### config.mk
export PLATFORM = sky130hd
export DESIGN_NAME = pstc_top
export DESIGN_NICKNAME = d
export VERILOG_FILES = /design/src/common/pstc_pkg.sv /design/src/common/pstc_buf_if.sv /design/src/rtl/pstc_buf.sv /design/src/rtl/pstc_top.sv
export SDC_FILE = /design/constraint.sdc
export NUM_CORES = 1
export LEC_CHECK = 0
export BUFFER_PORTS_ARGS = -buffer_cell sky130_fd_sc_hd__buf_2
export CORE_MARGIN = 1.5
export CORE_UTILIZATION = 35
export CTS_BUF_LIST = sky130_fd_sc_hd__clkbuf_16
export DETAILED_ROUTE_END_ITERATION = 6
export HOLD_SLACK_MARGIN = 0.08
export PLACE_DENSITY = 0.59
export SETUP_SLACK_MARGIN = 0.5
export SYNTH_ARGS = -nofsm -noshare
export SYNTH_HDL_FRONTEND = slang
export SYNTH_HIERARCHICAL = 1
export SYNTH_SLANG_ARGS = --single-unit
### constraint.sdc
create_clock -name CLK_I -period 2.9 [get_ports CLK_I]
set_input_delay 0.435 -clock CLK_I [delete_from_list [all_inputs] [get_ports CLK_I]]
set_output_delay 0.435 -clock CLK_I [all_outputs]
set_load 0.005 [all_outputs]
### src/common/pstc_pkg.sv
// Constants, codes and state type shared by the sector transfer sequencer
package pstc_pkg;
  localparam int BYTE_W      = 8;
  localparam int LBA_W       = 32;
  localparam int BLK_BYTES   = 64;  // Bytes per block
  localparam int BLKS_PER_SEC = 8;  // Blocks per sector
  localparam int PARAM_BYTES = 5;   // LBA bytes then count
  localparam int ADDR_W      = 6;   // Buffer address width
  localparam int PTR_W       = 7;   // Buffer pointer, reaches 64
  localparam int LEFT_W      = 11;  // Up to 255 * 8 blocks
  // Command codes on the host port (implementation constants)
  localparam logic [7:0] CMD_DISK_READ  = 8'h54;
  localparam logic [7:0] CMD_READ_GO    = 8'h55;
  localparam logic [7:0] CMD_DISK_WRITE = 8'h56;
  localparam logic [7:0] CMD_WRITE_GO   = 8'h57;
  localparam logic [7:0] CMD_FETCH_BLK  = 8'h27;
  localparam logic [7:0] CMD_PUSH_BLK   = 8'h2C;
  localparam logic [7:0] CMD_GET_STATUS = 8'h22;
  // Status codes (implementation constants)
  localparam logic [7:0] ST_DONE        = 8'h14;
  localparam logic [7:0] ST_BLK_READY   = 8'h1D;
  localparam logic [7:0] ST_BLK_WANTED  = 8'h1E;
  localparam logic [7:0] ST_MEDIA_FAULT = 8'h1F;
  localparam logic [7:0] ST_BAD_PARAM   = 8'h1A;
  // Reset values
  localparam logic [7:0] STATUS_RST     = 8'h00;
  localparam logic [7:0] DOUT_RST       = 8'h00;
  typedef enum logic [2:0] {
    PSTC_IDLE, PSTC_PARAM, PSTC_EVAL, PSTC_FETCH,
    PSTC_WAIT_RGO, PSTC_WAIT_WGO, PSTC_STORE, PSTC_STORE_WAIT
  } pstc_state_t;
endpackage

### src/common/pstc_buf_if.sv
// Block buffer port bundle between sequencer and its buffer memory
`timescale 1ns/1ps
interface pstc_buf_if;
  import pstc_pkg::*;
  logic              wr_en;
  logic [ADDR_W-1:0] wr_addr;
  logic [BYTE_W-1:0] wr_data;
  logic              rd_en;
  logic [ADDR_W-1:0] rd_addr;
  logic [BYTE_W-1:0] rd_data;
  modport ctl (output wr_en, wr_addr, wr_data, rd_en, rd_addr, input rd_data);
  modport mem (input wr_en, wr_addr, wr_data, rd_en, rd_addr, output rd_data);
endinterface

### src/rtl/pstc_buf.sv
// One 64-byte block buffer with registered read data
`timescale 1ns/1ps
module pstc_buf (
  input  wire logic CLK_I,   // System clock
  pstc_buf_if.mem   bus      // Buffer port
);
  import pstc_pkg::*;

  logic [BYTE_W-1:0] mem_r [BLK_BYTES];
  logic [BYTE_W-1:0] rd_data_r;

  // Storage array, no reset needed for data
  always_ff @(posedge CLK_I) begin
    if (bus.wr_en) begin
      mem_r[bus.wr_addr] <= bus.wr_data;
    end
  end

  // Read port, one cycle latency
  always_ff @(posedge CLK_I) begin
    if (bus.rd_en) begin
      rd_data_r <= mem_r[bus.rd_addr];
    end
  end

  assign bus.rd_data = rd_data_r;
endmodule

### src/rtl/pstc_top.sv
// Physical sector read/write command sequencer
`timescale 1ns/1ps
// Operation
// - Five parameter bytes: LBA LSB first, count
// - Sector counts 1 to 255 accepted
// - Eight 64-byte blocks per sector, then done
// - Read: fetch block, interrupt with block-ready
// - Read-continue resumes the ongoing read
// - Write: interrupt with block-wanted per block
// - Write-continue stores block, then re-evaluates
// - Storage fault ends transfer with fault status
// - N sectors give 8N+1 interrupts
// - Interrupt request output is active low
// - Only USB storage supported, not cards
module pstc_top (
  input  wire logic                         CLK_I,         // 200 MHz clock
  input  wire logic                         RST_B_I,       // Async reset, low
  input  wire logic                         CMD_WR_I,      // Command byte strobe
  input  wire logic                         DAT_WR_I,      // Data byte write strobe
  input  wire logic                         DAT_RD_I,      // Data byte read strobe
  input  wire logic [pstc_pkg::BYTE_W-1:0]  DIN_I,         // Host byte in
  output logic      [pstc_pkg::BYTE_W-1:0]  DOUT_O,        // Host byte out
  output logic                              INT_B_O,       // Interrupt, low
  input  wire logic                         MEDIA_USB_I,   // USB storage attached
  output logic                              STO_REQ_O,     // Block request pulse
  output logic                              STO_WRITE_O,   // Request is a write
  output logic      [pstc_pkg::LBA_W-1:0]   STO_LBA_O,     // Sector address
  output logic      [2:0]                   STO_BLK_O,     // Block in sector
  input  wire logic                         STO_RVALID_I,  // Read byte valid
  input  wire logic [pstc_pkg::BYTE_W-1:0]  STO_RDATA_I,   // Read byte
  output logic                              STO_WVALID_O,  // Write byte valid
  output logic      [pstc_pkg::BYTE_W-1:0]  STO_WDATA_O,   // Write byte
  input  wire logic                         STO_DONE_I,    // Block stored
  input  wire logic                         STO_ERR_I      // Storage fault
);
  import pstc_pkg::*;

  pstc_buf_if buf_bus ();
  pstc_buf i_pstc_buf (.CLK_I(CLK_I), .bus(buf_bus));

  pstc_state_t       state_r;
  logic [2:0]        pidx_r;
  logic [LBA_W-1:0]  lba_r;
  logic [7:0]        cnt_r;
  logic [LEFT_W-1:0] left_r;
  logic [2:0]        blk_r;
  logic              is_wr_r;
  logic [7:0]        status_r;
  logic              int_b_r;
  logic [PTR_W-1:0]  ptr_r;
  logic              fetch_act_r;
  logic              push_act_r;
  logic              host_pend_r;
  logic              sto_pend_r;
  logic [7:0]        dout_r;
  logic              sto_req_r;
  logic              sto_wvalid_r;
  logic [7:0]        sto_wdata_r;

  // Command decode
  logic cmd_read, cmd_write, cmd_rgo, cmd_wgo, cmd_fetch, cmd_push, cmd_stat;
  assign cmd_read  = CMD_WR_I && DIN_I == CMD_DISK_READ;
  assign cmd_write = CMD_WR_I && DIN_I == CMD_DISK_WRITE;
  assign cmd_rgo   = CMD_WR_I && DIN_I == CMD_READ_GO;
  assign cmd_wgo   = CMD_WR_I && DIN_I == CMD_WRITE_GO;
  assign cmd_fetch = CMD_WR_I && DIN_I == CMD_FETCH_BLK;
  assign cmd_push  = CMD_WR_I && DIN_I == CMD_PUSH_BLK;
  assign cmd_stat  = CMD_WR_I && DIN_I == CMD_GET_STATUS;

  // Transfer events
  logic last_param, params_ok, adv, fault, st_wr, host_rd, buf_wr;
  assign last_param = state_r == PSTC_PARAM && DAT_WR_I && pidx_r == 3'(PARAM_BYTES - 1);
  assign params_ok  = DIN_I != 8'h00 && MEDIA_USB_I;
  assign adv        = (state_r == PSTC_WAIT_RGO && cmd_rgo) ||
                      (state_r == PSTC_STORE_WAIT && STO_DONE_I && !STO_ERR_I);
  assign fault      = STO_ERR_I && (state_r == PSTC_FETCH || state_r == PSTC_STORE ||
                                    state_r == PSTC_STORE_WAIT);
  assign st_wr      = state_r == PSTC_STORE && !ptr_r[PTR_W-1];
  assign host_rd    = cmd_fetch || (fetch_act_r && DAT_RD_I && !ptr_r[PTR_W-1]);
  assign buf_wr     = (state_r == PSTC_FETCH && STO_RVALID_I) ||
                      (push_act_r && DAT_WR_I && !ptr_r[PTR_W-1]);

  // Interrupt source: one code per event
  logic       irq_set;
  logic [7:0] irq_code;
  always_comb begin
    irq_set  = 1'b0;
    irq_code = ST_DONE;
    if (fault) begin
      irq_set  = 1'b1;
      irq_code = ST_MEDIA_FAULT;
    end else if (last_param && !params_ok) begin
      irq_set  = 1'b1;
      irq_code = ST_BAD_PARAM;
    end else if (state_r == PSTC_EVAL) begin
      irq_set  = left_r == '0 || is_wr_r;
      irq_code = left_r == '0 ? ST_DONE : ST_BLK_WANTED;
    end else if (state_r == PSTC_FETCH && STO_RVALID_I && ptr_r == PTR_W'(BLK_BYTES - 1)) begin
      irq_set  = 1'b1;
      irq_code = ST_BLK_READY;
    end
  end

  // Sequencer; a new transfer command aborts any transfer in flight
  always_ff @(posedge CLK_I or negedge RST_B_I) begin
    if (!RST_B_I) begin
      state_r <= PSTC_IDLE;
    end else if (cmd_read || cmd_write) begin
      state_r <= PSTC_PARAM;
    end else if (fault) begin
      state_r <= PSTC_IDLE;
    end else begin
      unique case (state_r)
        PSTC_IDLE:       state_r <= PSTC_IDLE;
        PSTC_PARAM:      if (last_param) state_r <= params_ok ? PSTC_EVAL : PSTC_IDLE;
        PSTC_EVAL: begin
          if (left_r == '0)  state_r <= PSTC_IDLE;
          else if (is_wr_r)  state_r <= PSTC_WAIT_WGO;
          else               state_r <= PSTC_FETCH;
        end
        PSTC_FETCH:      if (irq_set) state_r <= PSTC_WAIT_RGO;
        PSTC_WAIT_RGO:   if (cmd_rgo) state_r <= PSTC_EVAL;
        PSTC_WAIT_WGO:   if (cmd_wgo) state_r <= PSTC_STORE;
        PSTC_STORE:      if (ptr_r[PTR_W-1]) state_r <= PSTC_STORE_WAIT;
        PSTC_STORE_WAIT: if (STO_DONE_I) state_r <= PSTC_EVAL;
      endcase
    end
  end

  // Parameter capture, block position and remaining count
  always_ff @(posedge CLK_I or negedge RST_B_I) begin
    if (!RST_B_I) begin
      pidx_r  <= 3'h0;
      lba_r   <= 32'h0000_0000;
      cnt_r   <= 8'h00;
      left_r  <= '0;
      blk_r   <= 3'h0;
      is_wr_r <= 1'b0;
    end else if (cmd_read || cmd_write) begin
      pidx_r  <= 3'h0;
      blk_r   <= 3'h0;
      is_wr_r <= cmd_write;
    end else if (state_r == PSTC_PARAM && DAT_WR_I) begin
      pidx_r <= pidx_r + 3'h1;
      if (last_param) begin
        cnt_r  <= DIN_I;
        left_r <= LEFT_W'({DIN_I, 3'h0});
      end else begin
        lba_r <= {DIN_I, lba_r[LBA_W-1:8]};
      end
    end else if (adv) begin
      left_r <= left_r - LEFT_W'(1);
      blk_r  <= blk_r + 3'h1;
      if (blk_r == 3'(BLKS_PER_SEC - 1)) lba_r <= lba_r + 32'h0000_0001;
    end
  end

  // Status code and active-low interrupt; a new event beats a status read
  always_ff @(posedge CLK_I or negedge RST_B_I) begin
    if (!RST_B_I) begin
      status_r <= STATUS_RST;
      int_b_r  <= 1'b1;
    end else if (irq_set) begin
      status_r <= irq_code;
      int_b_r  <= 1'b0;
    end else if (cmd_stat) begin
      int_b_r  <= 1'b1;
    end
  end

  // Buffer pointer and host block sessions
  always_ff @(posedge CLK_I or negedge RST_B_I) begin
    if (!RST_B_I) begin
      ptr_r       <= '0;
      fetch_act_r <= 1'b0;
      push_act_r  <= 1'b0;
    end else begin
      if (cmd_fetch) begin
        ptr_r       <= PTR_W'(1);
        fetch_act_r <= 1'b1;
        push_act_r  <= 1'b0;
      end else if (cmd_push) begin
        ptr_r       <= '0;
        push_act_r  <= state_r == PSTC_WAIT_WGO;
        fetch_act_r <= 1'b0;
      end else if ((state_r == PSTC_EVAL) || (state_r == PSTC_WAIT_WGO && cmd_wgo)) begin
        ptr_r       <= '0;
        push_act_r  <= 1'b0;
        fetch_act_r <= 1'b0;
      end else if (host_rd || buf_wr || st_wr) begin
        ptr_r <= ptr_r + PTR_W'(1);
      end
    end
  end

  assign buf_bus.wr_en   = buf_wr;
  assign buf_bus.wr_addr = ptr_r[ADDR_W-1:0];
  assign buf_bus.wr_data = state_r == PSTC_FETCH ? STO_RDATA_I : DIN_I;
  assign buf_bus.rd_en   = host_rd || st_wr;
  assign buf_bus.rd_addr = cmd_fetch ? '0 : ptr_r[ADDR_W-1:0];

  // Host read data: status on request, block bytes two cycles after a read
  always_ff @(posedge CLK_I or negedge RST_B_I) begin
    if (!RST_B_I) begin
      host_pend_r <= 1'b0;
      dout_r      <= DOUT_RST;
    end else begin
      host_pend_r <= host_rd;
      if (cmd_stat) dout_r <= status_r;
      else if (host_pend_r) dout_r <= buf_bus.rd_data;
    end
  end

  // Storage side: request pulse and outgoing write stream
  // Write byte loads only with a valid read, so the unreset buffer never leaks unknowns
  always_ff @(posedge CLK_I or negedge RST_B_I) begin
    if (!RST_B_I) begin
      sto_req_r    <= 1'b0;
      sto_pend_r   <= 1'b0;
      sto_wvalid_r <= 1'b0;
      sto_wdata_r  <= 8'h00;
    end else begin
      sto_req_r    <= (state_r == PSTC_EVAL && left_r != '0 && !is_wr_r) ||
                      (state_r == PSTC_WAIT_WGO && cmd_wgo);
      sto_pend_r   <= st_wr;
      sto_wvalid_r <= sto_pend_r;
      if (sto_pend_r) sto_wdata_r <= buf_bus.rd_data;
    end
  end

  assign DOUT_O       = dout_r;
  assign INT_B_O      = int_b_r;
  assign STO_REQ_O    = sto_req_r;
  assign STO_WRITE_O  = is_wr_r;
  assign STO_LBA_O    = lba_r;
  assign STO_BLK_O    = blk_r;
  assign STO_WVALID_O = sto_wvalid_r;
  assign STO_WDATA_O  = sto_wdata_r;
endmodule

After elaboration in Yosys (flattened, before gate mapping):

Memories as Yosys holds them, arrays and structs flattened. A register that Yosys moved wholly into a read port is not among the register bits.
Index checks and enable logic that the tools add are counted.

* reductions and logical operators: 57
* equal/unequal tests: 26
* bitwise logic cells: 1
* add/sub/neg operators: 5
* multiplexer cells: 50

Operators by type and width (number)
* 32-bit two-way mux: 4
* 3-bit two-way mux: 15
* 8-bit two-way mux: 5
* 11-bit two-way mux: 3
* 32-bit by 1-bit adder with 32-bit output (second input constant): 1
* 8-bit by 7-bit == test with 1-bit output (second input constant): 4
* 7-bit two-way mux: 4
* 1-bit logical AND: 25
* 8-bit by 6-bit == test with 1-bit output (second input constant): 3
* 3-bit case mux with 8 select lines: 1
* 3-bit == test (second input constant): 6
* 4-bit by 3-bit inequality test with 1-bit output (second input constant): 4
* 1-bit two-way mux: 13
* 1-bit logical OR: 12
* 4-bit two-way mux: 3
* 2-bit nonzero test: 6
* 11-bit zero test: 1
* 11-bit nonzero test: 1
* 11-bit by 1-bit subtractor with 11-bit output (second input constant): 1
* 4-bit inequality test (second input constant): 2
* 8-bit nonzero test: 1
* 7-bit by 1-bit adder with 7-bit output (second input constant): 1
* 7-bit by 6-bit == test with 1-bit output (second input constant): 1
* 3-bit by 1-bit adder with 3-bit output (second input constant): 2
* 15 further kinds: 20

* register bits: 91
* memory bits (writable): 512
* bits of input ports: 25
* memories: 1
* output and inout port bits: 55

Memories
* i_pstc_buf.mem_r: depth 64, bits a word 8, rd ports 1, clocked after memory_dff 1, wr ports 1, line pstc_buf.sv:9 `logic [BYTE_W-1:0] mem_r [BLK_BYTES];`

Longest topological paths before layout:

* depth in word-level cells: 11
* depth in mapped cells: 13
* depth with buffers taken out: 8

Modules after synthesis:

The synthesis kept the hierarchy.

By module, submodules not included
* pstc_buf: sequential area each 15615.0 µm², area an instance 20246.9 µm², cells an instance 940, times used 1
* pstc_top: sequential area each 2203.4 µm², area an instance 5293.8 µm², cells an instance 579, times used 1

Worst setup path before layout:

Ideal clock, no wire load.

* path kind: input-to-reg
* from: in DIN_I[4] in the netlist's numbering
* to: reg i_pstc_buf.rd_data_r[3], in the netlist i_pstc_buf/bus.rd_data[3], read port of i_pstc_buf.mem_r (data pin)
* path slack: -0.386 ns
* library setup time: 0.271 ns
* buffers on the path: 2
* data required time: 2.629 ns
* data arrival time: 3.016 ns
* cell stages on the path: 9
* cells stage by stage: or3_1 -> nor3_1 -> nor2b_1 -> buf_6 -> buf_4 -> mux4_2 -> mux4_2 -> o21ai_1 -> o41ai_1

RTL lines
* start: declaration: line pstc_top.sv:21 `input wire logic [pstc_pkg::BYTE_W-1:0] DIN_I,`
* 8-bit by 6-bit == test with 1-bit output: line pstc_top.sv:66 `assign cmd_fetch = CMD_WR_I && DIN_I == CMD_FETCH_BLK;`
* 1-bit logical AND: line pstc_top.sv:66
* 6-bit two-way mux: line pstc_top.sv:200 `assign buf_bus.rd_addr = cmd_fetch ? '0 : ptr_r[ADDR_W-1:0];`
* net buf_bus.rd_addr[0]: line pstc_buf_if.sv:9 `logic [ADDR_W-1:0] rd_addr;`
* end: declaration: line pstc_buf.sv:10 `logic [BYTE_W-1:0] rd_data_r;`

The timed path passes the listed nets, and every way through them passes these cells.
A chain may end at the register's enable or synchronous reset.

Worst setup path after layout:

* from: in DIN_I[4] in the netlist's numbering
* to: reg i_pstc_buf.rd_data_r[1], in the netlist i_pstc_buf/bus.rd_data[1], read port of i_pstc_buf.mem_r (data pin)

Same word-level chain as after synthesis.

==> results.md <==
- Status: finished clean
- Syn_area_per_cell: 16.8 um^2
- Number of global-route vias before repair: between 15000 and 20000
- Clock sink total: 608
- GP Congestion: 0.830
- Critical path arrival: 3.03 ns
- Inst Count DP: ~2700
- Cells along the critical path: buf_6 -> or3_4 -> nor3_4 -> nor2b_4 -> buf_12 -> buf_12 -> mux4_2 -> mux4_2 -> nor2_2 -> buf_4 -> nor3_2 -> o2bb2ai_1
- Number of port buffers: 79
- Die Width: 273 um
- Fmax: 378 MHz
- Final WS setup: 0.255 ns
- Final core utilization: 43.1%
- # H-tree levels: 2
- Async SR Flop Fraction: 14.5%
- Fill count: approximately 6400
- Worst slew margin: 46.7%
- CP Capture Type: flop
- Initial DRC Count: ~1500
- Worst-Margin Slew: ~0.80 ns
- Hold path depth: 3
- DP Wirelength: 42000 um
- PwrDens: 871 mW/mm^2
- Worst r2r src: ptr_r[0]$_DFFE_PN0P_
- EDFF count, synth: between 500 and 600
- Most frequent cells in the layout: 520 x edfxtp_1, 185 x buf_4, 126 x mux4_2, 117 x nor2_1, 86 x dfrtp_1
- Largest net degree at the start of global routing: 65
- R2R Setup Slk: between 0.2 and 0.3 ns
- # DRC: 0
- Global-route wire length before repair: 98100 um
- Post-Route WL: ~65000 um
- # nets final: between 1500 and 2000
- Cells after Synth: 1519
- Number of CTS-inserted buffers: between 60 and 70
- Worst Path Buf+Inv: 4
- Starting Density: 35.5%
- Non-filler instance count after layout: 2780
- Hold Path Origin: DAT_RD_I
- GRT Resource Usage Total: 17.3%
- Die area: 0.0746 mm^2
- P_leak: 10.6 nW
- CP startpoint kind: input port
- Mapped Nets: ~1600
- Most common cell after layout, fill and taps aside: edfxtp_1
- Antenna viol nets, final: 0
- Row cnt: 98
- Crit path max-delay cell type: mux4_2
- Final Cycle Share: 91.2%
- # setup viols final: 0
- Dpl ws: -0.784 ns
- Hold Path Sink: host_pend_r$_DFF_PN0_
- Max_cap viols: 0
- RSZ-0062 raised after global routing: true
- Area Overhead vs Synth: 21.2%
- IR drop worst, VDD: just under 0.0005 V
- Root buf cell: clkbuf_16
- Crit Reg-Reg Endpoint: i_pstc_buf/bus.rd_data[1]$_DFFE_PP_
- Ys flop type: edfxtp_1
- Routed wire per std cell: 23.5 um
- Vias: approximately 15000
- Layout cells sized above 1: 33.3%
- Register area share after synthesis: 69.8%
- HP Class: in2reg
- Worst-Skew Late Latency: 0.64 ns
- CTS tree: built
- Top delay family on crit path: multiplexers
- Chip Height: 273 um
- Initial antenna violation count: 0
- Antenna Cells: 0
- Clock slew at reported path FFs: 0.06 ns
- Yosys Warn Count: 6
- Post-synthesis register bit count: 608
- Clock skew after layout: 0.0297 ns
- Routed vias/inst: 5.44
- Post-layout min period: roughly 2.6 ns
- Netlist cell types: 83
- Leading area contributor after synthesis: edfxtp_1
- Final hold vios: 0
- Core area: 0.0719 mm^2
- DR pass1 iterations: 5
- Critical path required time: 3.28 ns
- CP peak stage delay: 0.52 ns
- Final Max Tran Viols: 0
- Ranking of synthesized cells by area: edfxtp_1 61%, mux4_2 11%, dfrtp_1 8.5%, nor2_1 1.9%, mux2i_1 1.5%
- Critical Path Fanout Max: 8
- Io pins: 80
- Reg2Reg Depth: 9
- Netlist Area Pre-Place: 0.0255 mm^2
- Kind of critical path: in2reg
- Sum Neg Setup Slack: 0 ns
- Post-synth top area share: 61.1%
- Total grt overflow: 0
- Total power: 27.0 mW
- Max Buffers Root-to-Sink: 3
==> worst max path at each step <==
stage                    startpoint                                   to  slack, ns  cells past startpoint
4_1_cts                    DIN_I[4]  i_pstc_buf/bus.rd_data[2]$_DFFE_PP_       0.24                     12
2_1_floorplan              DIN_I[4]  i_pstc_buf/bus.rd_data[7]$_DFFE_PP_       0.07                     10
5_1_grt        ptr_r[0]$_DFFE_PN0P_  i_pstc_buf/bus.rd_data[1]$_DFFE_PP_       0.23                      9
3_5_place_dp               DIN_I[3]  i_pstc_buf/bus.rd_data[3]$_DFFE_PP_      -0.78                      9
3_3_place_gp               DIN_I[0]  i_pstc_buf/bus.rd_data[3]$_DFFE_PP_      -0.71                      9
6_report                   DIN_I[4]  i_pstc_buf/bus.rd_data[1]$_DFFE_PP_       0.25                     12
==> cells by family after synthesis <==
kind of cell               Yosys count  share of synthesized area [%]
DFF                                608                           69.8
and+or+nand+nor                    373                           7.33
adders and majority gates            7                          0.343
buffers and inverters              105                           2.10
xor gates and xnor gates             8                          0.274
AOI/OAI and AO/OA                  225                           6.29
muxes                              193                           13.9
==> power breakdown <==
part | total [mW] | switching, mW | leakage, nW | internal [mW]
Combinational | 8.57 | 4.24 | 3.76 | 4.33
Clock | 7.93 | 3.35 | 1.02 | 4.59
Sequential | 10.5 | 0.437 | 5.76 | 10.0
==> synthesized netlist by cell type, drive strengths merged (7+ instances only) <==
cell     number
nand2        56
or3           7
clkbuf       44
o31ai         9
nor2        133
nand3        33
edfxtp      520
a31oi        20
nor3         38
and3         10
mux4        126
mux2i        37
a211oi       14
a21oi        27
o221ai        8
nand2b       11
nor2b        21
o21ai        42
nand3b        8
o22a         17
mux2         30
ha            7
a2bb2oi      11
and2         10
buf          45
nand4        13
dfrtp        87
o22ai        13
inv          16
nor4          8
o21a          8
==> what timing repair did <==
item | in CTS | in global routing
endpoints found under the hold margin | 32 | 0
endpoints found under the setup margin | 37 | 233
gates resized for setup | 14 | 50
gates cloned | 3 | 3
buffers inserted | 9 | 6
hold buffers | 1 | 0
pin swaps | 1 | 2
==> through the flow <==
stage          instance area [um^2]  hold WS (ns)
2_1_floorplan                 25600         0.139
3_3_place_gp                  28400         0.414
3_5_place_dp                  28400         0.420
4_1_cts                       30600         0.179
5_1_grt                       31000         0.209
6_report                      31000         0.205
==> layer usage <==
metal / vias up / part of all wire [%] / GRT usage (%)
met1: 7890 / 43 / 23.5
met2: 500 / 50 / 29.3
met4: 0 / 1.9 / 3.68
met5: - / 0 / 0
met3: 91 / 6.0 / 3.05
li1: 6652 / - / -
==> cell type report <==
cell class | count | area [um^2] | area share, %
multi-input cells | 807 | 7510 | 24.2
clock buffers | 62 | 1550 | 5.01
clock inverters | 46 | 473 | 1.53
well taps | 950 | 1190 | 3.84
repair buffers | 291 | 2360 | 7.63
inverters | 16 | 60.1 | 0.194
flip-flops and latches | 608 | 17800 | 57.6
==> worst register-to-register path, stage by stage, from the launching register on <==
cell       delay (ns)
dfrtp_1          0.36
nor2b_4          0.16
buf_12           0.16
buf_12           0.15
mux4_2           0.55
mux4_2           0.52
nor2_2           0.11
buf_4            0.13
nor3_2           0.06
o2bb2ai_1        0.17
==> state kept, by name, indices dropped and copies added (netlist names), 3 cells and up <==
name                    flops
left_r                     11
DOUT_O                      8
status_r                    5
pidx_r                      3
i_pstc_buf/bus.rd_data      8
ptr_r                       7
STO_BLK_O                   3
STO_LBA_O                  32
STO_WDATA_O                 8
state_r                     3
i_pstc_buf/mem_r          512
No activity file was read; power rests on OpenSTA's default activity.
